==> config.mk <==
export PLATFORM = sky130hd
export DESIGN_NAME = halting_debug_control_status
export DESIGN_NICKNAME = d
export VERILOG_FILES = /design/src/shared/debug_status_pkg.sv /design/src/shared/debug_ctrl_if.sv /design/src/rtl/control_gate.sv /design/src/rtl/halting_debug_control_status.sv /design/src/rtl/sticky_flag.sv
export SDC_FILE = /design/constraint.sdc
export NUM_CORES = 1
export LEC_CHECK = 0
export CELL_PAD_IN_SITES_DETAIL_PLACEMENT = 0
export CELL_PAD_IN_SITES_GLOBAL_PLACEMENT = 1
export CORE_ASPECT_RATIO = 0.9
export CORE_MARGIN = 5
export CORE_UTILIZATION = 30
export DETAILED_ROUTE_END_ITERATION = 6
export DONT_BUFFER_PORTS = 1
export PLACE_DENSITY_LB_ADDON = 0.1
export SYNTH_ARGS = -nofsm -noshare
export SYNTH_HDL_FRONTEND = slang
export SYNTH_SLANG_ARGS = --single-unit
==> constraint.sdc <==
create_clock -name clock_in -period 1.98 [get_ports clock_in]
set_input_delay 0.198 -clock clock_in [delete_from_list [all_inputs] [get_ports clock_in]]
set_output_delay 0.198 -clock clock_in [all_outputs]
set_load 0.02 [all_outputs]
==> src/shared/debug_status_pkg.sv <==
// Constants and types for the halting debug control and status block
package debug_status_pkg;
    localparam logic [15:0] UNLOCK_KEY      = 16'ha05f;
    localparam int          KEY_LSB         = 16;
    localparam int          BIT_RESET_SEEN  = 25;
    localparam int          BIT_RETIRED     = 24;
    localparam int          BIT_LOCKUP      = 19;
    localparam int          BIT_SLEEP       = 18;
    localparam int          BIT_HALTED      = 17;
    localparam int          BIT_XFER_READY  = 16;
    localparam int          BIT_MASK_INTS   = 3;
    localparam int          BIT_STEP        = 2;
    localparam int          BIT_HALT        = 1;
    localparam int          BIT_DEBUG_EN    = 0;
    localparam logic        RESET_SEEN_INIT = 1'b1;
    localparam logic        CTRL_RESET_VAL  = 1'b0;
    localparam logic [31:0] ZERO_WORD       = 32'h0000_0000;

    // Core run state as seen by the debug logic
    typedef enum logic [1:0] {
        CORE_RUN    = 2'b00,
        CORE_SLEEP  = 2'b01,
        CORE_LOCKED = 2'b10,
        CORE_HALTED = 2'b11
    } core_state_e;
endpackage : debug_status_pkg

==> src/shared/debug_ctrl_if.sv <==
// Control bits handed from the register to the gating logic
`timescale 1ns/1ps
`default_nettype none
interface debug_ctrl_if;
    logic debug_enable;
    logic halt_request;
    logic step_enable;
    logic mask_request;
    logic effective_halt;
    logic effective_step;
    logic effective_mask;

    modport source (output debug_enable, output halt_request, output step_enable,
                    output mask_request, input effective_halt, input effective_step,
                    input effective_mask);
    modport gate   (input debug_enable, input halt_request, input step_enable,
                    input mask_request, output effective_halt, output effective_step,
                    output effective_mask);
endinterface : debug_ctrl_if
`default_nettype wire

==> src/rtl/control_gate.sv <==
// Gates control bits by the halting debug enable
`timescale 1ns/1ps
`default_nettype none
module control_gate (
    debug_ctrl_if.gate ctrl
);
    // Disabled debug makes all other control bits inert
    assign ctrl.effective_halt = ctrl.debug_enable & ctrl.halt_request;
    assign ctrl.effective_step = ctrl.debug_enable & ctrl.step_enable;
    assign ctrl.effective_mask = ctrl.debug_enable & ctrl.mask_request;
endmodule // control_gate
`default_nettype wire

==> src/rtl/halting_debug_control_status.sv <==
// Halting debug control and status register of the core
//
// Contract
// - Writes need unlock key in upper halfword
// - Debug disabled makes other control bits inert
// - Reset-seen flag sticky, cleared by read
// - Retired flag set on completion, read clears
// - Retired flag undefined under lockup or halt
// - Lockup bit set, cleared entering debug
// - Lockup reads one only via access port
// - Sleep bit mirrors core sleeping
// - Halted bit mirrors debug state
// - Selector write clears, completion sets ready
// - Ready flag meaningful only in debug state
// - Mask bit masks service, tick, external interrupts
// - Mask bit undefined when debug disabled
// - Halt request bit, cleared on system reset
// - Enable writable only from access port
// - Step enable bit, undefined at power-on
`timescale 1ns/1ps
`default_nettype none
module halting_debug_control_status (
    input  wire logic                      clock_in,
    input  wire logic                      reset_in,
    input  wire logic                      system_reset_in,
    input  wire logic                      write_in,
    input  wire logic                      read_in,
    input  wire logic                      from_access_port_in,
    input  wire logic [31:0]               write_data_in,
    input  wire logic                      selector_write_in,
    input  wire logic                      transfer_done_in,
    input  wire logic                      instruction_done_in,
    input  wire debug_status_pkg::core_state_e core_state_in,
    output var  logic [31:0]               read_data_out,
    output var  logic                      halt_out,
    output var  logic                      step_out,
    output var  logic                      mask_interrupts_out
);
    import debug_status_pkg::*;

    debug_ctrl_if ctrl ();

    logic key_ok;
    logic write_ok;
    logic debug_enable;
    logic halt_request;
    logic step_enable;
    logic mask_request;
    logic reset_seen_flag;
    logic instruction_retired_flag;
    logic transfer_ready_flag;
    logic lockup_status;
    logic in_debug;
    logic sleeping;
    logic next_lockup_status;
    logic [31:0] next_read_data;

    assign in_debug = (core_state_in == CORE_HALTED);
    assign sleeping = (core_state_in == CORE_SLEEP);

    // Whole write dropped on a key mismatch
    assign key_ok   = (write_data_in[31:KEY_LSB] == UNLOCK_KEY);
    assign write_ok = write_in & key_ok;

    // Enable written only from the access port, cleared at power-on
    always_ff @(posedge clock_in) begin
        if (reset_in) begin
            debug_enable <= CTRL_RESET_VAL;
        end else if (write_ok && from_access_port_in) begin
            debug_enable <= write_data_in[BIT_DEBUG_EN];
        end
    end

    // Halt request, also cleared by system reset
    always_ff @(posedge clock_in) begin
        if (reset_in || system_reset_in) begin
            halt_request <= CTRL_RESET_VAL;
        end else if (write_ok) begin
            halt_request <= write_data_in[BIT_HALT];
        end
    end

    // Step and mask: undefined at power-on, zero chosen for determinism
    always_ff @(posedge clock_in) begin
        if (reset_in) begin
            step_enable  <= CTRL_RESET_VAL;
            mask_request <= CTRL_RESET_VAL;
        end else if (write_ok) begin
            step_enable  <= write_data_in[BIT_STEP];
            mask_request <= write_data_in[BIT_MASK_INTS];
        end
    end

    assign ctrl.debug_enable = debug_enable;
    assign ctrl.halt_request = halt_request;
    assign ctrl.step_enable  = step_enable;
    assign ctrl.mask_request = mask_request;

    control_gate u_gate (
        .ctrl (ctrl.gate)
    );

    // Core-facing controls registered straight from the gate
    always_ff @(posedge clock_in) begin
        if (reset_in) begin
            halt_out            <= 1'b0;
            step_out            <= 1'b0;
            mask_interrupts_out <= 1'b0;
        end else begin
            halt_out            <= ctrl.effective_halt;
            step_out            <= ctrl.effective_step;
            mask_interrupts_out <= ctrl.effective_mask;
        end
    end

    // Any reset leaves a trace the debugger can see
    sticky_flag u_reset_seen (
        .clock_in       (clock_in),
        .reset_in       (reset_in),
        .reset_value_in (RESET_SEEN_INIT),
        .set_in         (system_reset_in),
        .clear_in       (read_in),
        .flag_out       (reset_seen_flag)
    );

    // Retirement counted only outside debug state
    sticky_flag u_retired (
        .clock_in       (clock_in),
        .reset_in       (reset_in),
        .reset_value_in (CTRL_RESET_VAL),
        .set_in         (instruction_done_in && !in_debug),
        .clear_in       (read_in),
        .flag_out       (instruction_retired_flag)
    );

    // Ready handshake: selector write clears, completion sets
    always_ff @(posedge clock_in) begin
        if (reset_in) begin
            transfer_ready_flag <= CTRL_RESET_VAL;
        end else if (transfer_done_in) begin
            transfer_ready_flag <= 1'b1;
        end else if (selector_write_in) begin
            transfer_ready_flag <= 1'b0;
        end
    end

    // Lockup tracks core, forced clear on debug entry
    always_comb begin
        next_lockup_status = (core_state_in == CORE_LOCKED);
        if (in_debug) begin
            next_lockup_status = 1'b0;
        end
    end

    always_ff @(posedge clock_in) begin
        if (reset_in) begin
            lockup_status <= 1'b0;
        end else begin
            lockup_status <= next_lockup_status;
        end
    end

    // Read word; key field returns status, reserved bits zero
    always_comb begin
        next_read_data                 = ZERO_WORD;
        next_read_data[BIT_RESET_SEEN] = reset_seen_flag;
        next_read_data[BIT_RETIRED]    = instruction_retired_flag;
        next_read_data[BIT_LOCKUP]     = lockup_status & from_access_port_in;
        next_read_data[BIT_SLEEP]      = sleeping;
        next_read_data[BIT_HALTED]     = in_debug;
        next_read_data[BIT_XFER_READY] = transfer_ready_flag;
        next_read_data[BIT_MASK_INTS]  = mask_request;
        next_read_data[BIT_STEP]       = step_enable;
        next_read_data[BIT_HALT]       = halt_request;
        next_read_data[BIT_DEBUG_EN]   = debug_enable;
    end

    // Read data registered; sampled with the read strobe
    always_ff @(posedge clock_in) begin
        if (reset_in) begin
            read_data_out <= ZERO_WORD;
        end else if (read_in) begin
            read_data_out <= next_read_data;
        end
    end

    // Checks
    a_key_guard: assert property (@(posedge clock_in) disable iff (reset_in)
        write_in && !key_ok && !system_reset_in |=> $stable(halt_request))
        else $error("keyless write changed halt");

    a_key_others: assert property (@(posedge clock_in) disable iff (reset_in)
        write_in && !key_ok |=> $stable(debug_enable) && $stable(step_enable)
            && $stable(mask_request))
        else $error("keyless write changed control");

    a_gate_enable: assert property (@(posedge clock_in) disable iff (reset_in)
        !debug_enable |=> !halt_out && !step_out && !mask_interrupts_out)
        else $error("control active while debug disabled");

    a_reset_seen: assert property (@(posedge clock_in) disable iff (reset_in)
        system_reset_in |=> reset_seen_flag)
        else $error("reset not recorded");

    a_read_clears: assert property (@(posedge clock_in) disable iff (reset_in)
        read_in && !system_reset_in |=> !reset_seen_flag)
        else $error("read did not clear reset flag");

    a_reset_read: assert property (@(posedge clock_in) disable iff (reset_in)
        read_in |=> read_data_out[BIT_RESET_SEEN] == $past(reset_seen_flag))
        else $error("reset flag read wrong");

    a_retire_set: assert property (@(posedge clock_in) disable iff (reset_in)
        instruction_done_in && !in_debug |=> instruction_retired_flag)
        else $error("retirement lost");

    a_retire_read: assert property (@(posedge clock_in) disable iff (reset_in)
        read_in && !instruction_done_in |=> !instruction_retired_flag)
        else $error("read did not clear retired flag");

    a_retire_debug: assert property (@(posedge clock_in) disable iff (reset_in)
        instruction_done_in && in_debug && !read_in |=> $stable(instruction_retired_flag))
        else $error("retirement counted in debug");

    a_retire_bit: assert property (@(posedge clock_in) disable iff (reset_in)
        read_in |=> read_data_out[BIT_RETIRED] == $past(instruction_retired_flag))
        else $error("retired flag read wrong");

    a_lockup_track: assert property (@(posedge clock_in) disable iff (reset_in)
        core_state_in == CORE_LOCKED |=> lockup_status)
        else $error("lockup not reported");

    a_lockup_debug: assert property (@(posedge clock_in) disable iff (reset_in)
        in_debug |=> !lockup_status)
        else $error("lockup held in debug");

    a_lockup_port: assert property (@(posedge clock_in) disable iff (reset_in)
        read_in && !from_access_port_in |=> !read_data_out[BIT_LOCKUP])
        else $error("lockup visible to core");

    a_sleep_read: assert property (@(posedge clock_in) disable iff (reset_in)
        read_in |=> read_data_out[BIT_SLEEP] == $past(sleeping))
        else $error("sleep bit wrong");

    a_halt_read: assert property (@(posedge clock_in) disable iff (reset_in)
        read_in |=> read_data_out[BIT_HALTED] == $past(in_debug))
        else $error("halted bit wrong");

    a_ready_clear: assert property (@(posedge clock_in) disable iff (reset_in)
        selector_write_in && !transfer_done_in |=> !transfer_ready_flag)
        else $error("ready not cleared");

    a_ready_set: assert property (@(posedge clock_in) disable iff (reset_in)
        transfer_done_in |=> transfer_ready_flag)
        else $error("ready not set");

    a_ready_read: assert property (@(posedge clock_in) disable iff (reset_in)
        read_in |=> read_data_out[BIT_XFER_READY] == $past(transfer_ready_flag))
        else $error("ready flag read wrong");

    a_mask_out: assert property (@(posedge clock_in) disable iff (reset_in)
        debug_enable && mask_request |=> mask_interrupts_out)
        else $error("mask not applied");

    a_sysreset_halt: assert property (@(posedge clock_in) disable iff (reset_in)
        system_reset_in |=> !halt_request ##1 !halt_out)
        else $error("halt survived system reset");

    a_halt_out: assert property (@(posedge clock_in) disable iff (reset_in)
        debug_enable && halt_request |=> halt_out)
        else $error("halt request not applied");

    a_halt_bit: assert property (@(posedge clock_in) disable iff (reset_in)
        read_in |=> read_data_out[BIT_HALT] == $past(halt_request))
        else $error("halt bit read wrong");

    a_enable_port: assert property (@(posedge clock_in) disable iff (reset_in)
        write_in && !from_access_port_in |=> $stable(debug_enable))
        else $error("core wrote enable");

    a_enable_write: assert property (@(posedge clock_in) disable iff (reset_in)
        write_ok && from_access_port_in |=> debug_enable == $past(write_data_in[BIT_DEBUG_EN]))
        else $error("port write to enable lost");

    a_step_out: assert property (@(posedge clock_in) disable iff (reset_in)
        debug_enable && step_enable |=> step_out)
        else $error("step enable not applied");

    a_reserved_zero: assert property (@(posedge clock_in) disable iff (reset_in)
        read_data_out[31:26] == 6'h00 && read_data_out[23:20] == 4'h0
            && read_data_out[15:4] == 12'h000)
        else $error("reserved bits nonzero");

    // Cover points for the main scenarios
    c_halt: cover property (@(posedge clock_in) disable iff (reset_in) halt_out);
    c_step: cover property (@(posedge clock_in) disable iff (reset_in) step_out);
    c_ready: cover property (@(posedge clock_in) disable iff (reset_in)
        selector_write_in ##[1:20] transfer_done_in);
    c_lock: cover property (@(posedge clock_in) disable iff (reset_in) lockup_status);
    c_sleep_halt: cover property (@(posedge clock_in) disable iff (reset_in)
        sleeping && halt_out);
endmodule // halting_debug_control_status
`default_nettype wire

==> src/rtl/sticky_flag.sv <==
// Sticky status flag where a set beats a same-cycle clear
`timescale 1ns/1ps
`default_nettype none
module sticky_flag (
    input  wire logic clock_in,
    input  wire logic reset_in,
    input  wire logic reset_value_in,
    input  wire logic set_in,
    input  wire logic clear_in,
    output var  logic flag_out
);
    // Set has priority so no event is lost
    always_ff @(posedge clock_in) begin
        if (reset_in) begin
            flag_out <= reset_value_in;
        end else if (set_in) begin
            flag_out <= 1'b1;
        end else if (clear_in) begin
            flag_out <= 1'b0;
        end
    end
endmodule // sticky_flag
`default_nettype wire

==> impl_metrics.py, run 1 <==
metrics = {
    "status": {
        "status": "finished, final reports clean",
    },
    "worst_setup_path": {
        "startpoint": "core_state_in[0]",
        "cp.arrival_ns": 1.46,
        "cp_slowest_cell": "dlygate4sd3_1",
        "crit_end": "lockup_status",
        "cp-end-kind": "register",
        "cp-start-kind": "input pin",
        "r2r_end": "read_data_out[24]",
        "slowest_delay_ns": 0.56,
        "critPathTopFamily": "buffers and inverters",
        "cp.depth": 3,
        "r2r_slack_ns": 1.25,
        "r2r_start": "read_data_out[24]",
        "crit_fanout": 4,
        "crit_type": "in -> reg",
        "ff2ff_path_depth": 2,
        "required_ns": 2.18,
        "path_buf_inv": 2,
        "crit_top_cell": "dlygate4sd3_1",
        "worstPathCellList": "dlygate4sd3_1 > nor3b_1 > dlygate4sd3_1",
    },
    "yosys": {
        "synth.distinct_cells": 26,
        "yosysTopAreaCellShare": 0.427,
        "syn_avg_cell_area_um2": 9.19,
        "synth-seq-cells": 21,
        "syn_inst": 107,
        "synth_area_um2": 983,
        "seq_area_frac_synth": 0.427,
        "yosysTopAreaCell": "dfxtp_1",
        "netlist_top_cells_area": "dfxtp_1 (43%), buf_4 (17%), mux2i_1 (7.1%), a21oi_1 (4.1%), nor2_1 (3.8%)",
        "synth-warning-count": 0,
    },
    "floorplan": {
        "initial_core_util": 0.316,
        "die_area_um2": 4520,
        "die_x_um": 70.4,
        "fp.coreArea_um2": 3110,
        "die_y_um": 64.3,
        "pin_count": 78,
        "rows": 19,
    },
    "final_layout": {
        "final_area_um2": 1020,
        "n_antenna_cell": 0,
        "layout_common_cells": "conb_1 (22), dfxtp_1 (21), nor2_1 (10)",
        "final_core_util": 0.328,
        "fillers": 331,
        "nNetsFinal": 155,
        "drive_gt1_frac": 0.0631,
        "area_growth_pct": 3.94,
        "layout_commonest_cell": "conb_1",
    },
    "hold_path": {
        "min_path_cells": 1,
        "worstHoldStart": "reset_in",
        "hold_class": "in -> reg",
    },
    "sta": {
        "layout_min_cycle_time_ns": 1.26,
        "fin_tns_setup_ns": 0,
        "max_freq_ghz": 0.793,
        "rsz0062_at_grt": "no",
        "finalMaxSlewViolations": 0,
        "setup_viol": 0,
        "period_share": 0.637,
        "finClkSkew_ns": 0.00493,
        "fin_ws_ns": 0.718,
        "finalHoldViolCount": 0,
    },
    "placement": {
        "finalWeightedCongestion": 0.733,
        "dp_hpwl_um": 1600,
        "placed_area_um2": 937,
        "io_buffers": 0,
        "dp_slack_ns": 0.883,
    },
    "global_routing": {
        "antenna_found_initial": 0,
        "grt_max_degree": 16,
        "grt_pass1_wl_um": 3220,
        "track_usage": 0.0893,
        "grt_pass1_vias": 643,
        "overflow": 0,
    },
    "clocking": {
        "post_cts_buffers": 0,
        "cts_made_buffers": 3,
        "cts_buffer_depth": 2,
        "clkTransAtPathRegs_ns": 0.07,
        "cts-root-buf": "clkbuf_8",
        "clk_latency_ns": 0.25,
        "clkSinkCount": 21,
        "cts_max_level": 1,
        "cts_tree": "yes",
    },
    "pwr": {
        "ir_worst_vdd_v": 0.000267,
        "p_leak_nw": 0.417,
        "p_per_area_nw_per_um2": 765,
    },
    "route": {
        "dr.pass1.iters": 4,
        "vias": 650,
        "drc": 0,
        "antenna_left": 0,
        "vias_per_cell": 4.25,
        "routed_wl_um": 2010,
        "routedWlPerCell_um": 13.2,
        "first_iter_violations": 30,
    },
    "run": {
        "drv_cap": 0,
    },
}
power breakdown:
| group | internal, W | switching, W | leakage [nW] |
|---|---|---|---|
| sequential | 0.000432 | 0.0000119 | 0.171 |
| combinational | 0.0000215 | 0.0000490 | 0.223 |
| clock | 0.000143 | 0.000125 | 0.0228 |
metal layers:
metal  wire length (um)  GRT usage  vias to the layer above
met5                  0          0                        -
met4                  0     0.0144                        0
met3                306     0.0658                        0
met2                985      0.147                       42
met1                722     0.0938                      283
li1                   -          -                      325
logic make-up (layout without fill, tap and decap cells):
group | Yosys count | in the layout | share of synthesized area
simple gates | 37 | 37 | 0.235
buf+inv | 27 | 10 | 0.188
flops | 21 | 21 | 0.427
compound gates | 14 | 14 | 0.0738
mux | 7 | 7 | 0.0712
other cells | 1 | 22 | 0.00381
stage by stage:
| step | std cells | hold WS [ns] | power [W] |
|---|---|---|---|
| after floorplan | 128 | 0.274 | 0.000552 |
| after global placement | 145 | 0.270 | 0.000514 |
| after detailed placement | 145 | 0.271 | 0.000515 |
| after CTS | 150 | 0.00277 | 0.000791 |
| after global routing | 153 | 0.000945 | 0.000826 |
| final | 153 | 0.0115 | 0.000782 |
repair_timing:
| item | CTS | global route |
|---|---|---|
| hold endpoints to repair | 8 | 2 |
| hold buffers | 1 | 3 |
| gates resized for setup | 0 | 0 |
worst min-delay path by stage:
stage	end	slack, ns
2_1_floorplan	lockup_status	0.27
3_3_place_gp	read_data_out[19]	0.27
3_5_place_dp	read_data_out[19]	0.27
4_1_cts	lockup_status	0.003
5_1_grt	read_data_out[2]	0.0009
6_report	read_data_out[16]	0.01
cell type report:
cell class                      count  area (um^2)  share of cell area
Clock buffer                        4         45.0              0.0441
Timing Repair Buffer                4         40.0              0.0392
Inverter                            2         7.51             0.00734
Sequential cell                    21          420               0.411
Tap cell                           42         52.6              0.0514
Multi-Input combinational cell     80          457               0.447
Yosys cell counts:
library cell  count
nor2b_1           2
nand2_1           1
buf_2             1
nor4b_2           1
nor3b_1           1
nand3b_1          1
conb_1            1
and3b_2           1
nand2b_1          3
nor2_1           10
nand4_1           3
nor4b_1           1
buf_1             1
buf_4            22
dfxtp_1          21
a21boi_1          1
a21oi_1           8
and2_1            4
nand3_1           6
nand4bb_1         1
and4bb_2          1
clkbuf_1          1
o21ai_0           5
inv_1             2
nor3b_2           1
mux2i_1           7
sequential cells by signal (all words and copies together), names as in the netlist:
register and count:
read_data_out 10, ctrl.debug_enable 1, ctrl.halt_request 1, ctrl.mask_request 1
ctrl.step_enable 1, halt_out 1, lockup_status 1, mask_interrupts_out 1
step_out 1, transfer_ready_flag 1, u_reset_seen.flag_out 1, u_retired.flag_out 1
(Power assumes the default switching activity.)
==> run 2: changes to the inputs <==
Clock period 1.98 ns to 1.2 ns, I/O delays scaled along.
==> run 2 against run 1 <==
  * Routed wire length up 5.2%
  * Sequential share of layout area is 0.40 points lower
  * Clock-buffer cell count is the same
  * Global-route usage up 0.46 points
  * Critical path type is now reg -> reg
  * Combinational power rose by 76%
  * Sequential power up 65%
  * Highest routed layer unchanged
  * Clock power grew 66%
  * Total power rose by 66%
  * Critical path depth stayed put
  * Die area did not move
  * Flip-flop and latch count did not move
==> impl_metrics.py, run 2 (synthesized netlist as in run 1, its figures left out) <==
metrics = {
    "final_layout": {
        "seq_area_um2": 420,
        "regMostFlops": "read_data_out",
        "layout_common_cells": "conb_1 (22), dfxtp_1 (21), nor2_1 (10)",
        "fillers": 334,
        "layout_commonest_cell": "conb_1",
        "area_growth_pct": 4.96,
        "drive_gt1_frac": 0.0625,
        "largest_reg_flops": 10,
        "nNetsFinal": 156,
        "n_antenna_cell": 0,
        "multi_input_area_um2": 457,
        "final_core_util": 0.331,
    },
    "route": {
        "drc": 0,
        "vias_per_cell": 4.27,
        "routedWlPerCell_um": 13.8,
        "vias": 657,
        "dr.pass1.iters": 4,
        "antenna_left": 0,
        "first_iter_violations": 41,
        "routed_wl_um": 2120,
    },
    "hold_path": {
        "worstHoldStart": "instruction_done_in",
        "min_path_cells": 2,
        "min_to": "u_retired.flag_out",
        "hold_class": "in -> reg",
    },
    "worst_setup_path": {
        "slowest_delay_ns": 0.55,
        "crit_fanout": 2,
        "worstPathCellList": "a21oi_1 > nor2_1 > dlygate4sd3_1",
        "cp-end-kind": "register",
        "r2r_slack_ns": 0.06,
        "required_ns": 1.34,
        "r2r_start": "transfer_ready_flag",
        "ff2ff_path_depth": 3,
        "cp.arrival_ns": 1.27,
        "crit_type": "reg -> reg",
        "r2r_end": "transfer_ready_flag",
        "startpoint": "transfer_ready_flag",
        "cp_slowest_cell": "dlygate4sd3_1",
        "cp-start-kind": "register",
    },
    "floorplan": {
        "rows": 19,
        "die_area_um2": 4520,
        "initial_core_util": 0.316,
        "fp.coreArea_um2": 3110,
        "die_y_um": 64.3,
        "die_x_um": 70.4,
        "pin_count": 78,
    },
    "clocking": {
        "post_cts_buffers": 0,
        "clkTransAtPathRegs_ns": 0.07,
        "cts_made_buffers": 3,
        "clkSinkCount": 21,
        "post_cts_resized": 0,
        "clk_latency_ns": 0.25,
        "cts_buffer_depth": 2,
        "cts_tree": "yes",
        "cts-root-buf": "clkbuf_8",
        "cts_max_level": 1,
    },
    "sta": {
        "setup_viol": 0,
        "finalMaxSlewViolations": 0,
        "rsz0062_at_grt": "no",
        "finClkSkew_ns": 0.00481,
        "period_share": 0.946,
        "max_freq_ghz": 0.881,
        "layout_min_cycle_time_ns": 1.14,
        "fin_tns_setup_ns": 0,
        "slew_headroom": 0.613,
        "worst_pin_slew_ns": 0.579,
        "finalHoldViolCount": 0,
    },
    "pwr": {
        "p_per_area_nw_per_um2": 1260,
        "p_int_w": 0.000987,
        "ir_worst_vdd_v": 0.000453,
        "p_leak_nw": 0.422,
        "power_frac_seq": 0.563,
        "p_comb_frac": 0.095,
        "sw_frac_of_total": 0.241,
        "power_switching_w": 0.000313,
        "clkPwrFrac": 0.342,
    },
    "placement": {
        "dp_hpwl_um": 1600,
        "finalWeightedCongestion": 0.733,
        "io_buffers": 0,
    },
    "global_routing": {
        "grt_pass1_wl_um": 3340,
        "antenna_found_initial": 0,
        "overflow": 0,
        "grt_pass1_vias": 655,
        "grt_max_degree": 16,
        "track_usage": 0.0939,
    },
    "run": {
        "drv_cap": 0,
    },
    "status": {
        "status": "finished, final reports clean",
    },
}
==> run 2: per-layer routing <==
layer | routed length [um] | share of wire | GRT usage
met1 | 777 | 0.37 | 0.100
met2 | 1040 | 0.49 | 0.157
met3 | 298 | 0.14 | 0.0643
met4 | 0 | 0 | 0.0144
met5 | 0 | 0 | 0
==> run 2: worst max path at each step <==
| stage | to | cells after the start |
|---|---|---|
| after floorplan | ctrl.debug_enable | 4 |
| after global placement | ctrl.halt_request | 4 |
| after detailed placement | ctrl.halt_request | 4 |
| after CTS | transfer_ready_flag | 3 |
| after global routing | transfer_ready_flag | 3 |
| final | transfer_ready_flag | 3 |
==> run 2: area by class of cell <==
cell class	instances	share of cell area
repair buffers	5	0.0485
inverters	2	0.00727
well taps	42	0.0509
flip-flops and latches	21	0.407
clock buffers	4	0.0436
multi-input cells	80	0.442
==> run 2: power by group through the flow <==
stage | Combinational (W) | Clock (W) | Sequential [W]
2_1_floorplan | 0.000165 | 0 | 0.000746
3_3_place_gp | 0.0000994 | 0 | 0.000748
3_5_place_dp | 0.000100 | 0 | 0.000749
4_1_cts | 0.000123 | 0.000465 | 0.000733
5_1_grt | 0.000135 | 0.000502 | 0.000735
6_report | 0.000124 | 0.000444 | 0.000732
==> run 2: what timing repair did <==
| action | CTS | global route |
|---|---|---|
| hold endpoints to repair | 17 | 0 |
| setup endpoints to repair | 0 | 0 |
| hold buffers | 5 | 0 |
==> run 2: stage by stage <==
step	setup slack, ns	std cells	cell area [um^2]	hold WS [ns]	total power [W]
after floorplan	0.290	128	1060	0.196	0.000911
after global routing	0.0234	154	1030	0.00245	0.00137
after global placement	0.159	145	937	0.192	0.000848
after detailed placement	0.181	145	937	0.193	0.000849
after CTS	0.0546	154	1030	0.00152	0.00132
final	0.0646	154	1030	0.00755	0.00130
==> run 2: worst max-delay path: cells and delay by family, from the launching register on <==
family                 cells  cell delay [ns]
AO/OA/AOI/OAI              1             0.12
buffers and inverters      1             0.55
flip-flops                 1             0.31
AND/OR/NAND/NOR            1             0.05
==> run 3: changes to the inputs <==
Settings changed: GPL_TIMING_DRIVEN set to 0.
==> run 3 against run 2 <==
  * Clock-buffer cell count unchanged
  * Design area increased by 15%
  * Hold slack improved by 0.0091 ns
  * Die area unchanged
  * Via count increased by 11%
  * Combinational power increased by 49%
  * Cell count increased by 15%
  * Register-to-register slack improved by 0.40 ns
  * Largest cell class unchanged
  * Highest routed layer is now met4
==> impl_metrics.py, run 3 (synthesized netlist as in run 1, its figures left out) <==
metrics = {
    "clocking": {
        "cts_made_buffers": 3,
        "cts_buffer_depth": 2,
        "clkSinkCount": 21,
        "cts-root-buf": "clkbuf_8",
        "post_cts_buffers": 0,
        "clkTransAtPathRegs_ns": 0.07,
        "post_cts_resized": 0,
        "cts_max_level": 1,
        "cts_tree": "yes",
        "clk_latency_ns": 0.25,
    },
    "pwr": {
        "clkPwrFrac": 0.322,
        "p_leak_nw": 0.537,
        "p_per_area_nw_per_um2": 1140,
        "sw_frac_of_total": 0.237,
        "power_switching_w": 0.000321,
        "p_int_w": 0.00103,
        "ir_worst_vdd_v": 0.000529,
        "p_comb_frac": 0.137,
        "power_frac_seq": 0.541,
        "p_total_w": 0.00135,
    },
    "worst_setup_path": {
        "crit_type": "reg -> out",
        "cp-start-kind": "register",
        "ff2ff_path_depth": 2,
        "cp-end-kind": "primary output",
        "cp.arrival_ns": 0.71,
        "cp.depth": 0,
        "crit_fanout": 2,
        "r2r_start": "ctrl.debug_enable",
        "required_ns": 1.08,
        "startpoint": "read_data_out[0]",
    },
    "global_routing": {
        "grt_pass1_vias": 707,
        "grt_pass1_wl_um": 3280,
        "track_usage": 0.0917,
        "antenna_found_initial": 0,
        "overflow": 0,
        "grt_max_degree": 12,
    },
    "placement": {
        "io_buffers": 0,
        "dp_hpwl_um": 1710,
        "place_inst": 170,
        "dp_slack_ns": 0.0891,
        "finalWeightedCongestion": 0.703,
    },
    "final_layout": {
        "final_core_util": 0.382,
        "n_antenna_cell": 0,
        "multi_input_area_um2": 457,
        "seq_area_um2": 420,
        "regMostFlops": "read_data_out",
        "nNetsFinal": 179,
        "layout_common_cells": "buf_4 (22), conb_1 (22), dfxtp_1 (21)",
        "drive_gt1_frac": 0.222,
        "largest_reg_flops": 10,
        "finalNonFillerCells": 177,
        "area_growth_pct": 21.0,
        "fillers": 329,
    },
    "route": {
        "routedWlPerCell_um": 11.4,
        "dr.pass1.iters": 4,
        "vias_per_cell": 4.14,
        "routed_wl_um": 2020,
        "first_iter_violations": 8,
        "vias": 732,
        "drc": 0,
        "antenna_left": 0,
    },
    "hold_path": {
        "hold_class": "in -> reg",
        "min_path_cells": 2,
        "worstHoldStart": "instruction_done_in",
    },
    "sta": {
        "finalHoldViolCount": 0,
        "fin_ws_ns": 0.366,
        "finClkSkew_ns": 0.000912,
        "finalMaxSlewViolations": 0,
        "fin_tns_setup_ns": 0,
        "period_share": 0.695,
        "max_freq_ghz": 1.20,
        "rsz0062_at_grt": "no",
        "setup_viol": 0,
        "layout_min_cycle_time_ns": 0.834,
    },
    "floorplan": {
        "die_area_um2": 4520,
        "initial_core_util": 0.316,
        "fp.coreArea_um2": 3110,
        "die_x_um": 70.4,
        "pin_count": 78,
        "die_y_um": 64.3,
        "rows": 19,
    },
    "status": {
        "status": "finished, final reports clean",
    },
    "run": {
        "drv_cap": 0,
    },
}
## run 3: cell count changes in the layout (fill, tap and decap cells not counted)
cell | before | now
buf_2 | 0 | 1
dlygate4sd3_1 | 5 | 3
buf_1 | 0 | 1
clkbuf_1 | 1 | 2
buf_4 | 0 | 22
## run 3: final cells by class
| type | instances | share of cell area |
|---|---|---|
| flip-flops and latches | 21 | 0.353 |
| inverters | 2 | 0.00631 |
| repair buffers | 3 | 0.0252 |
| clock buffers | 4 | 0.0379 |
| plain buffers | 25 | 0.149 |
| well taps | 42 | 0.0442 |
| multi-input cells | 80 | 0.384 |
## run 3: worst reg2reg max path, cell delays in order, from the launching register on
cell     delay (ns)
dfxtp_1        0.32
nor2b_1        0.14
and2_1         0.17
## run 3: per-layer routing
layer / vias up / part of all wire / GRT usage
met5: - / 0 / 0
met4: 0 / 0.0044 / 0.0144
met3: 2 / 0.14 / 0.0721
met2: 31 / 0.49 / 0.150
met1: 323 / 0.37 / 0.0952
li1: 376 / - / -
## run 3: path summary, 6_finish.rpt
path / slack, ns / end
hold reg to reg: 0.46 / u_reset_seen.flag_out
setup reg to reg: 0.46 / halt_out
setup / recovery: 0.37 / read_data_out[0]
hold / removal: 0.02 / u_retired.flag_out
## run 3: stage by stage
step / instance area, um^2 / hold WS, ns
2_1_floorplan: 1060 / 0.196
3_3_place_gp: 1110 / 0.201
3_5_place_dp: 1110 / 0.202
4_1_cts: 1190 / 0.0139
5_1_grt: 1190 / 0.00703
6_report: 1190 / 0.0167
## run 3: repair_timing
item | 4_1_cts | 5_1_grt
hold buffers | 3 | 0
setup endpoints to repair | 0 | 0
endpoints found under the hold margin | 3 | 0
## run 3: power groups by stage
stage | clock network, W | registers (W) | logic (W)
global route | 0.000492 | 0.000734 | 0.000204
global placement | 0 | 0.000748 | 0.000173
detailed placement | 0 | 0.000749 | 0.000175
CTS | 0.000454 | 0.000733 | 0.000183
floorplan | 0 | 0.000746 | 0.000165
finish | 0.000435 | 0.000732 | 0.000185
